[config.mk]
export PLATFORM = sky130hd
export DESIGN_NAME = msu_top
export DESIGN_NICKNAME = d
export VERILOG_FILES = /design/src/design/msu_pkg.sv /design/src/design/msu_top.sv
export SDC_FILE = /design/constraint.sdc
export NUM_CORES = 2
export LEC_CHECK = 0
export CAP_MARGIN = 20
export CORE_MARGIN = 2
export CORE_UTILIZATION = 50
export CTS_BUF_LIST = sky130_fd_sc_hd__clkbuf_8
export DETAILED_ROUTE_END_ITERATION = 10
export DONT_BUFFER_PORTS = 1
export GPL_ROUTABILITY_DRIVEN = 1
export SYNTH_ARGS = -nofsm -noshare
export SYNTH_HDL_FRONTEND = slang
export SYNTH_SLANG_ARGS = --single-unit
[constraint.sdc]
create_clock -name ref_clk -period 15.15 [get_ports ref_clk]
set_input_delay 0.7575 -clock ref_clk [delete_from_list [all_inputs] [get_ports ref_clk]]
set_output_delay 0.7575 -clock ref_clk [all_outputs]
set_load 0.02 [all_outputs]
[src/design/msu_pkg.sv]
// ****************************************************************
// Shared constants of the motor start-up supervision stage
// ****************************************************************
package msu_pkg;

  // Clock rate and the millisecond time base
  localparam int CLK_PERIOD_NS = 10;
  localparam int MS_NS = 1000000;
  localparam int MS_CYCLES_DEF = (MS_NS + CLK_PERIOD_NS - 1) / CLK_PERIOD_NS;

  // Sequence times, in milliseconds (one count per millisecond tick)
  localparam logic [15:0] STOP_QUAL_MS = 16'h01f4;
  localparam logic [15:0] WINDOW_MS = 16'h00c8;

  // Limits as fractions num/den of the motor nominal current
  localparam logic [3:0] STOP_NUM = 4'h1;
  localparam logic [3:0] STOP_DEN = 4'ha;
  localparam logic [3:0] RUNLO_NUM = 4'h1;
  localparam logic [3:0] RUNLO_DEN = 4'h5;
  localparam logic [3:0] RUNHI_NUM = 4'h6;
  localparam logic [3:0] RUNHI_DEN = 4'h5;

  // Register word offsets on the Avalon-MM slave
  localparam logic [3:0] OFF_CTRL = 4'h0;
  localparam logic [3:0] OFF_STATUS = 4'h1;
  localparam logic [3:0] OFF_NOMINAL = 4'h2;
  localparam logic [3:0] OFF_START_DET = 4'h3;
  localparam logic [3:0] OFF_RATED_START = 4'h4;
  localparam logic [3:0] OFF_MAX_TIME = 4'h5;
  localparam logic [3:0] OFF_AVERAGE = 4'h6;
  localparam logic [3:0] OFF_ELAPSED = 4'h7;
  localparam logic [3:0] OFF_IRQ_STAT = 4'h8;
  localparam logic [3:0] OFF_IRQ_MASK = 4'h9;

  // Field positions
  localparam int CTRL_DEP_BIT = 0;
  localparam int CTRL_EVT_BIT = 1;
  localparam int STAT_START_BIT = 2;
  localparam int STAT_TRIP_BIT = 3;
  localparam int STAT_BLOCK_BIT = 4;

  // Values after reset
  localparam logic [1:0] CTRL_RST = 2'h0;
  localparam logic [15:0] NOMINAL_RST = 16'h0064;
  localparam logic [15:0] START_DET_RST = 16'h0258;
  localparam logic [15:0] RATED_START_RST = 16'h0258;
  localparam logic [15:0] MAX_TIME_RST = 16'h2710;
  localparam logic [3:0] IRQ_MASK_RST = 4'h0;

  // Reported motor state codes
  localparam logic [1:0] MSTAT_STOPPED = 2'h0;
  localparam logic [1:0] MSTAT_STARTING = 2'h1;
  localparam logic [1:0] MSTAT_RUNNING = 2'h2;

  typedef enum logic [1:0] {
    MSU_STOPPED = 2'b00,
    MSU_WINDOW = 2'b01,
    MSU_STARTING = 2'b10,
    MSU_RUNNING = 2'b11
  } msu_state_t;

endpackage

[src/design/msu_top.sv]
// The implementer's own choices: the Avalon-MM interface to the registers and the address map.
`timescale 1ns/1ns
// Operation
// Control bit chooses definite or current-dependent operate time.
// Dependent time is max start time times (rated start / measured)^2.
// Rated start current setting resets to six times nominal.
// Timing starts on a rise from under 10% past start level in 200 ms.
// Below 1.2 times nominal the stage releases start and timing. The code holds starting between 10% and 20% of nominal.
// Stage acts only while the motor is in the starting state.
// Average below one tenth of nominal reports the motor stopped.
// Starting needs 500 ms stopped, then start level reached within 200 ms.
// Starting holds until the running conditions are met.
// Running from stopped or starting, limits 20% low and 120% high. From stopped the code checks only the 20% low limit.
// Starting and running are exported as binary output signals.
// Limit comparisons use the mean of the three phase magnitudes.
// Soft start passes stopped to running with no start signal.
// Start detection level resets to six times nominal.
// Inputs are fundamental-frequency phase current magnitudes.
// Block input suppresses start and trip; events only when enabled.
module msu_top #(
  parameter int unsigned MS_CYCLES = msu_pkg::MS_CYCLES_DEF
) (
  input wire logic ref_clk,
  input wire logic rst,
  input wire logic [3:0] avs_address,
  input wire logic avs_read,
  input wire logic avs_write,
  input wire logic [31:0] avs_writedata,
  input wire logic [3:0] avs_byteenable,
  output logic [31:0] avs_readdata,
  output logic avs_waitrequest,
  input wire logic [15:0] phase_a_mag,
  input wire logic [15:0] phase_b_mag,
  input wire logic [15:0] phase_c_mag,
  input wire logic stage_block,
  output logic motor_starting,
  output logic motor_running,
  output logic stage_start,
  output logic stage_trip,
  output logic irq
);
  import msu_pkg::*;

  // ****************************************************************
  // Helper functions
  // ****************************************************************
  // True when cur is below num/den of nom; cross-multiplied, no divider
  function automatic logic below_frac(
    input logic [15:0] cur,
    input logic [15:0] nom,
    input logic [3:0] num,
    input logic [3:0] den
  );
    return ({4'h0, cur} * {16'h0000, den}) < ({4'h0, nom} * {16'h0000, num});
  endfunction
  // Byte-lane merge of a 16-bit setting register
  function automatic logic [15:0] merge16(
    input logic [15:0] old,
    input logic [31:0] wdata,
    input logic [3:0] be
  );
    return {be[1] ? wdata[15:8] : old[15:8], be[0] ? wdata[7:0] : old[7:0]};
  endfunction
  // Saturating millisecond count
  function automatic logic [15:0] sat_inc(input logic [15:0] v);
    return (v == 16'hffff) ? v : v + 16'h0001;
  endfunction

  // ****************************************************************
  // Declarations
  // ****************************************************************
  logic wait_reg;
  logic [31:0] rdata_reg;
  logic [1:0] ctrl_reg;
  logic [15:0] nominal_reg, start_det_reg, rated_reg, max_time_reg;
  logic [3:0] irq_stat_reg, irq_mask_reg;
  logic irq_reg;
  logic blk_s1_reg, blk_s2_reg, blk_s3_reg, blocked_reg;
  logic [31:0] tick_cnt_reg;
  logic tick_reg;
  logic [15:0] avg_reg;
  msu_state_t state_reg, state_next;
  logic [15:0] stop_ms_reg, win_ms_reg, elapsed_reg;
  logic tripped_reg;
  logic starting_reg, running_reg, start_reg, trip_reg;

  // ****************************************************************
  // Millisecond time base
  // ****************************************************************
  wire tick_wrap = (tick_cnt_reg == MS_CYCLES - 1);

  // The tick is one cycle late against the wrap; harmless at 1 ms
  always_ff @(posedge ref_clk) begin
    if (rst) begin
      tick_cnt_reg <= 32'h0000_0000;
      tick_reg <= 1'b0;
    end else begin
      tick_cnt_reg <= tick_wrap ? 32'h0000_0000 : tick_cnt_reg + 32'h1;
      tick_reg <= tick_wrap;
    end
  end

  // ****************************************************************
  // Block input synchroniser
  // ****************************************************************
  // Pin from outside; a change counts once stages two and three agree
  always_ff @(posedge ref_clk) begin
    if (rst) begin
      blk_s1_reg <= 1'b0;
      blk_s2_reg <= 1'b0;
      blk_s3_reg <= 1'b0;
      blocked_reg <= 1'b0;
    end else begin
      blk_s1_reg <= stage_block;
      blk_s2_reg <= blk_s1_reg;
      blk_s3_reg <= blk_s2_reg;
      if (blk_s2_reg == blk_s3_reg) begin
        blocked_reg <= blk_s3_reg;
      end
    end
  end

  // ****************************************************************
  // Average current
  // ****************************************************************
  // Magnitudes are the fundamental component, same clock domain
  wire [17:0] phase_sum = {2'b00, phase_a_mag} + {2'b00, phase_b_mag}
                        + {2'b00, phase_c_mag};
  wire [17:0] phase_avg = phase_sum / 18'h00003; // Mean of three
  always_ff @(posedge ref_clk) begin
    if (rst) begin
      avg_reg <= 16'h0000;
    end else begin
      avg_reg <= phase_avg[15:0];
    end
  end

  // ****************************************************************
  // Limit comparisons
  // ****************************************************************
  // The stop and running limits scale with the nominal current setting
  wire is_stopped = below_frac(avg_reg, nominal_reg, STOP_NUM,
                               STOP_DEN);
  wire below_runlo = below_frac(avg_reg, nominal_reg, RUNLO_NUM,
                                RUNLO_DEN);
  wire below_runhi = below_frac(avg_reg, nominal_reg, RUNHI_NUM,
                                RUNHI_DEN);
  wire above_start = avg_reg > start_det_reg;
  wire stop_qualified = stop_ms_reg >= STOP_QUAL_MS;
  wire win_over = win_ms_reg >= WINDOW_MS;
  // Running band lies between the low and the high limit
  wire in_run_band = !below_runlo && below_runhi;

  // ****************************************************************
  // Motor state machine
  // ****************************************************************
  // Window state is reported as stopped; it only watches the rise
  always_comb begin
    state_next = state_reg;
    case (state_reg)
      MSU_STOPPED: begin
        if (!is_stopped && stop_qualified) begin
          state_next = MSU_WINDOW;
        end else if (!is_stopped && !below_runlo) begin
          state_next = MSU_RUNNING;
        end
      end
      MSU_WINDOW: begin
        if (above_start) begin
          state_next = MSU_STARTING;
        end else if (is_stopped) begin
          state_next = MSU_STOPPED;
        end else if (win_over && !below_runlo) begin
          state_next = MSU_RUNNING; // Soft start, no start signal
        end else if (win_over) begin
          state_next = MSU_STOPPED;
        end
      end
      MSU_STARTING: begin // Holds until running or stopped
        if (is_stopped) begin
          state_next = MSU_STOPPED;
        end else if (in_run_band) begin
          state_next = MSU_RUNNING; // Release between 0.2 and 1.2 x nominal
        end
      end
      MSU_RUNNING: begin
        if (is_stopped) begin
          state_next = MSU_STOPPED;
        end
      end
      default: state_next = MSU_STOPPED;
    endcase
  end

  always_ff @(posedge ref_clk) begin
    if (rst) begin
      state_reg <= MSU_STOPPED;
    end else begin
      state_reg <= state_next;
    end
  end

  // ****************************************************************
  // Sequence timers
  // ****************************************************************
  wire in_stopped = (state_reg == MSU_STOPPED);
  wire in_window = (state_reg == MSU_WINDOW);
  wire in_starting = (state_reg == MSU_STARTING);
  // Stop time only grows while the current stays under 10%
  always_ff @(posedge ref_clk) begin
    if (rst) begin
      stop_ms_reg <= 16'h0000;
      win_ms_reg <= 16'h0000;
      elapsed_reg <= 16'h0000;
    end else begin
      if (!in_stopped || !is_stopped) begin
        stop_ms_reg <= 16'h0000;
      end else if (tick_reg) begin
        stop_ms_reg <= sat_inc(stop_ms_reg);
      end
      if (!in_window) begin
        win_ms_reg <= 16'h0000;
      end else if (tick_reg) begin
        win_ms_reg <= sat_inc(win_ms_reg);
      end
      if (!in_starting) begin
        elapsed_reg <= 16'h0000; // Timing drops on release
      end else if (tick_reg) begin
        elapsed_reg <= sat_inc(elapsed_reg);
      end
    end
  end

  // ****************************************************************
  // Operate time
  // ****************************************************************
  // Dependent time compared as elapsed*I^2 >= Tmax*Ist^2, which
  // avoids a divider at the cost of four wide multipliers
  wire [47:0] dep_lhs = {32'h0000_0000, elapsed_reg}
    * {32'h0000_0000, avg_reg} * {32'h0000_0000, avg_reg};
  wire [47:0] dep_rhs = {32'h0000_0000, max_time_reg}
    * {32'h0000_0000, rated_reg} * {32'h0000_0000, rated_reg};
  wire dep_done = dep_lhs >= dep_rhs;
  wire def_done = elapsed_reg >= max_time_reg;
  wire op_done = ctrl_reg[CTRL_DEP_BIT] ? dep_done : def_done;
  // Trip holds until the stage releases
  always_ff @(posedge ref_clk) begin
    if (rst) begin
      tripped_reg <= 1'b0;
    end else if (state_next != MSU_STARTING) begin
      tripped_reg <= 1'b0;
    end else if (in_starting && op_done) begin
      tripped_reg <= 1'b1;
    end
  end

  // ****************************************************************
  // Stage outputs
  // ****************************************************************
  wire start_d = in_starting && !blocked_reg;
  wire trip_d = tripped_reg && !blocked_reg;
  // Registered so every pin comes straight from a flop
  always_ff @(posedge ref_clk) begin
    if (rst) begin
      starting_reg <= 1'b0;
      running_reg <= 1'b0;
      start_reg <= 1'b0;
      trip_reg <= 1'b0;
    end else begin
      starting_reg <= in_starting;
      running_reg <= (state_reg == MSU_RUNNING);
      start_reg <= start_d;
      trip_reg <= trip_d;
    end
  end

  assign motor_starting = starting_reg;
  assign motor_running = running_reg;
  assign stage_start = start_reg;
  assign stage_trip = trip_reg;

  // ****************************************************************
  // Events and interrupt
  // ****************************************************************
  // Bits: 0 start on, 1 start off, 2 trip on, 3 trip off
  wire [3:0] evt_raw = {!trip_d && trip_reg, trip_d && !trip_reg,
                        !start_d && start_reg, start_d && !start_reg};
  wire [3:0] evt = evt_raw & {4{ctrl_reg[CTRL_EVT_BIT]}};

  // ****************************************************************
  // Avalon-MM slave
  // ****************************************************************
  wire bus_req = avs_read || avs_write;
  wire wr_acc = avs_write && !wait_reg;
  wire we_ctrl = wr_acc && (avs_address == OFF_CTRL);
  wire we_nom = wr_acc && (avs_address == OFF_NOMINAL);
  wire we_sdet = wr_acc && (avs_address == OFF_START_DET);
  wire we_rated = wr_acc && (avs_address == OFF_RATED_START);
  wire we_maxt = wr_acc && (avs_address == OFF_MAX_TIME);
  wire we_istat = wr_acc && (avs_address == OFF_IRQ_STAT);
  wire we_imask = wr_acc && (avs_address == OFF_IRQ_MASK);
  wire [3:0] w1c = (we_istat && avs_byteenable[0]) ?
                   avs_writedata[3:0] : 4'h0;
  // A new event wins over a clear in the same cycle
  wire [3:0] irq_stat_next = (irq_stat_reg & ~w1c) | evt;
  wire [4:0] status_bits = {blocked_reg, trip_reg, start_reg,
                            in_starting ? MSTAT_STARTING :
                            (state_reg == MSU_RUNNING) ? MSTAT_RUNNING :
                            MSTAT_STOPPED};

  // Read mux; unmapped addresses read as zero
  logic [31:0] rd_mux;
  always_comb begin
    rd_mux = 32'h0000_0000;
    if (avs_address == OFF_CTRL) begin
      rd_mux = {30'h0, ctrl_reg};
    end else if (avs_address == OFF_STATUS) begin
      rd_mux = {27'h0, status_bits};
    end else if (avs_address == OFF_NOMINAL) begin
      rd_mux = {16'h0, nominal_reg};
    end else if (avs_address == OFF_START_DET) begin
      rd_mux = {16'h0, start_det_reg};
    end else if (avs_address == OFF_RATED_START) begin
      rd_mux = {16'h0, rated_reg};
    end else if (avs_address == OFF_MAX_TIME) begin
      rd_mux = {16'h0, max_time_reg};
    end else if (avs_address == OFF_AVERAGE) begin
      rd_mux = {16'h0, avg_reg};
    end else if (avs_address == OFF_ELAPSED) begin
      rd_mux = {16'h0, elapsed_reg};
    end else if (avs_address == OFF_IRQ_STAT) begin
      rd_mux = {28'h0, irq_stat_reg};
    end else if (avs_address == OFF_IRQ_MASK) begin
      rd_mux = {28'h0, irq_mask_reg};
    end
  end

  // Waitrequest drops for one cycle, so every access takes two
  always_ff @(posedge ref_clk) begin
    if (rst) begin
      wait_reg <= 1'b1;
      rdata_reg <= 32'h0000_0000;
    end else begin
      wait_reg <= !(bus_req && wait_reg);
      if (avs_read && wait_reg) begin
        rdata_reg <= rd_mux;
      end
    end
  end

  assign avs_waitrequest = wait_reg;
  assign avs_readdata = rdata_reg;

  // Settings; start levels reset to six times nominal
  always_ff @(posedge ref_clk) begin
    if (rst) begin
      ctrl_reg <= CTRL_RST;
      nominal_reg <= NOMINAL_RST;
      start_det_reg <= START_DET_RST;
      rated_reg <= RATED_START_RST;
      max_time_reg <= MAX_TIME_RST;
      irq_mask_reg <= IRQ_MASK_RST;
    end else begin
      if (we_ctrl && avs_byteenable[0]) begin
        ctrl_reg <= avs_writedata[1:0]; // Mode select
      end
      if (we_nom) begin
        nominal_reg <= merge16(nominal_reg, avs_writedata, avs_byteenable);
      end
      if (we_sdet) begin
        start_det_reg <= merge16(start_det_reg, avs_writedata, avs_byteenable);
      end
      if (we_rated) begin
        rated_reg <= merge16(rated_reg, avs_writedata, avs_byteenable);
      end
      if (we_maxt) begin
        max_time_reg <= merge16(max_time_reg, avs_writedata, avs_byteenable);
      end
      if (we_imask && avs_byteenable[0]) begin
        irq_mask_reg <= avs_writedata[3:0];
      end
    end
  end

  // Sticky status and level interrupt, one cycle behind the bits
  always_ff @(posedge ref_clk) begin
    if (rst) begin
      irq_stat_reg <= 4'h0;
      irq_reg <= 1'b0;
    end else begin
      irq_stat_reg <= irq_stat_next;
      irq_reg <= |(irq_stat_reg & irq_mask_reg);
    end
  end

  assign irq = irq_reg;

endmodule

==> run metrics <==
Peak VDD IR 0.132 mV; Yosys top cell by area fa_1; Critical Path Max Stage Delay 550 ps; DR iter-0 viols 3,284; dpl hpwl 131,000 um; ys async rst share 0; CTS Hold Bufs 0; Worst-path clk slew 140 ps; sw frac 0.557; hold path depth 1; Main synth FF type dfxtp_1; Clk pwr share 0.084; post-synthesis sequential area ratio 0.0638; count leader, synth inv_1; dpl cells 8,814; final non-filler cell total 8,856; Power Density 67.8 nW/um^2; Starting Density 0.505; row cnt 129; outcome complete, no violations; initial antenna violation count 2; CP most frequent cell fa_1; Crit. End Element register; die footprint 128,000 um^2; global placer's final weighted congestion 0.881; Max-slew headroom 0.185; Post-Synthesis Cells 7,361; Area Growth Syn to Fin 4.25%; period utilisation layout 0.940; Max Slew Vio Count 0; Synth Register Bits 200; worst r2r dst tripped_reg; Logic pwr share 0.774; CP Class register to register; worst reg2reg startpoint max_time_reg[6]; total leakage power 31.5 nW; gr usage total 0.273; Die Ht 358 um; crit start category register; Unique masters post-synth 105; DRT Wirelength 169,000 um; Hold EP rated_reg[14]; CP max stage cell fa_1; crit path time final 14,250 ps; clk_lat worst skew 570 ps; final hold viol count 0; Via density 5.47; total congestion overflow 0; count of input and output buffers 0; Finish-stage setup viols 0; final net count 9,183; share of layout cells above drive strength 1 0.0488; CTS Buf Count 17; Syn Area/Cell 8.52 um^2; FF-to-FF path depth 58; Hold/Removal Path Class primary input to register; switching power 2.47 mW; # clock sinks 200; Worst Path Required 15,620 ps; Setup Skew 33.9 ps; CP bufs+invs 9; Post-synth EDFFs 0; Worst-Margin Slew 1210 ps; max_cap viols 0; uppermost layer routed met4; RSZ-0062 raised after global routing false; Core ar. 124,000 um^2; vias in the first global route 50,445; TritonCTS clock tree yes; Internal Power 1.96 mW; deepest clock path buffer count 2; synth top area cells fa_1 40%, ha_1 13%, inv_1 8.2%; Ports 131; Root Driver clkbuf_8; CP top delay family adder cells; fill count 11,846; R2R setup slack 900 ps; crit path DAT 14,710 ps; Fin Setup TNS 0 ps; global-route wire length before repair 276,000 um; pin count of the biggest net entering global routing 96; Max Freq 70.2 MHz; Detailed Routing Iterations Pass 1 6; power share of the sequential group 0.143; Tot Pwr 4.43 mW; vias post-DR 48,483; area share of the largest cell type after synthesis 0.397; H-tree depth 4; Die X 358 um; Met2 Wirelength 77,200 um; Ys Warns 0; Post-synth top cells 1,370 x inv_1, 1,299 x nand2_1, 1,243 x fa_1; max FFs per register 32; CP max FO 15; Post-DRT Antenna Nets 0; DRC violations left 0; Routed met3 length 12,200 um; synthesized area 62,700 um^2; WL per Instance 19.1 um; met1 wire length 74,900 um; hold path startpoint rst
through the flow:
step                instance area [um^2]  utilization  hold WS (ps)  worst slack (ps)
floorplan                          62800            -           414              1290
global placement                   64700        0.521           428               406
detailed placement                 64700        0.522           442               137
CTS                                65200        0.525           174              69.8
global route                       65400        0.527           188              9.93
finish                             65400        0.527           222               903
worst max-delay path by stage:
| stage | cells past startpoint | from | end |
|---|---|---|---|
| global route | 62 | max_time_reg[2] | tripped_reg |
| finish | 58 | max_time_reg[6] | tripped_reg |
| floorplan | 61 | elapsed_reg[2] | tripped_reg |
| detailed placement | 63 | max_time_reg[3] | tripped_reg |
| CTS | 63 | max_time_reg[3] | tripped_reg |
| global placement | 63 | rated_reg[6] | tripped_reg |
timing repair:
item	in CTS	in global routing
buffers inserted	0	8
gates resized for setup	0	52
endpoints found under the hold margin	0	0
setup endpoints to repair	0	1
logic make-up after synthesis:
group	count (synthesis)	share of synthesized area
buffers and inverters	1750	0.106
and+or+nand+nor	2449	0.179
muxes	72	0.0118
AOI/OAI and AO/OA	754	0.0792
other	1	0.0000598
DFF	200	0.0638
xor gates and xnor gates	249	0.0354
adders and majority gates	1886	0.525
final cells by class:
| type | count | area [um^2] | share of cell area |
|---|---|---|---|
| multi-input cells | 5426 | 52200 | 0.799 |
| inverters | 1373 | 5150 | 0.0788 |
| flip-flops and latches | 200 | 4070 | 0.0622 |
| well taps | 1637 | 2050 | 0.0313 |
| repair buffers | 187 | 1470 | 0.0224 |
| clock buffers | 18 | 248 | 0.00379 |
| clock inverters | 14 | 170 | 0.00260 |
| diodes | 1 | 2.50 | 0.0000383 |
cell usage in the layout, fill, tap and decap left out, types with 18 or more instances in the layout:
cell | synthesis | final
a21o_1 | 77 | 77
a21oi_1 | 226 | 225
and2_1 | 433 | 433
and3_1 | 55 | 55
buf_4 | 18 | 178
clkbuf_8 | 0 | 18
dfxtp_1 | 200 | 163
dfxtp_2 | 0 | 30
fa_1 | 1243 | 1243
ha_1 | 642 | 642
inv_1 | 1370 | 1370
mux2_2 | 18 | 18
mux2i_1 | 54 | 54
nand2_1 | 1299 | 1299
nand2b_1 | 60 | 60
nand3_1 | 84 | 84
nand4_1 | 36 | 36
nor2_1 | 293 | 291
nor2b_1 | 47 | 47
nor3_1 | 67 | 67
o211ai_1 | 28 | 28
o21a_1 | 28 | 28
o21ai_0 | 163 | 158
o21bai_1 | 22 | 22
or3_1 | 28 | 28
xnor2_1 | 157 | 152
xor2_1 | 87 | 87
metal layers:
metal	global-route usage	vias to the layer above
li1	-	22258
met1	0.386	24419
met2	0.443	1572
met3	0.0373	234
met4	0.0726	0
met5	0	-
power by group through the flow:
stage          registers (mW)  logic (mW)  clock network, mW
2_1_floorplan           0.596        2.49                  0
3_3_place_gp            0.641        3.34                  0
3_5_place_dp            0.642        3.39                  0
4_1_cts                 0.630        3.41              0.384
5_1_grt                 0.638        3.82              0.397
6_report                0.632        3.43              0.371
worst register-to-register path: cells and delay by family (launching register included):
family,cells,cell delay (ps)
and+or+nand+nor,14,1660
DFF,1,450
AOI/OAI and AO/OA,20,3930
adders and majority gates,15,7040
buffers and inverters,9,1060
Note: power is estimated with default switching activity, not from simulation.
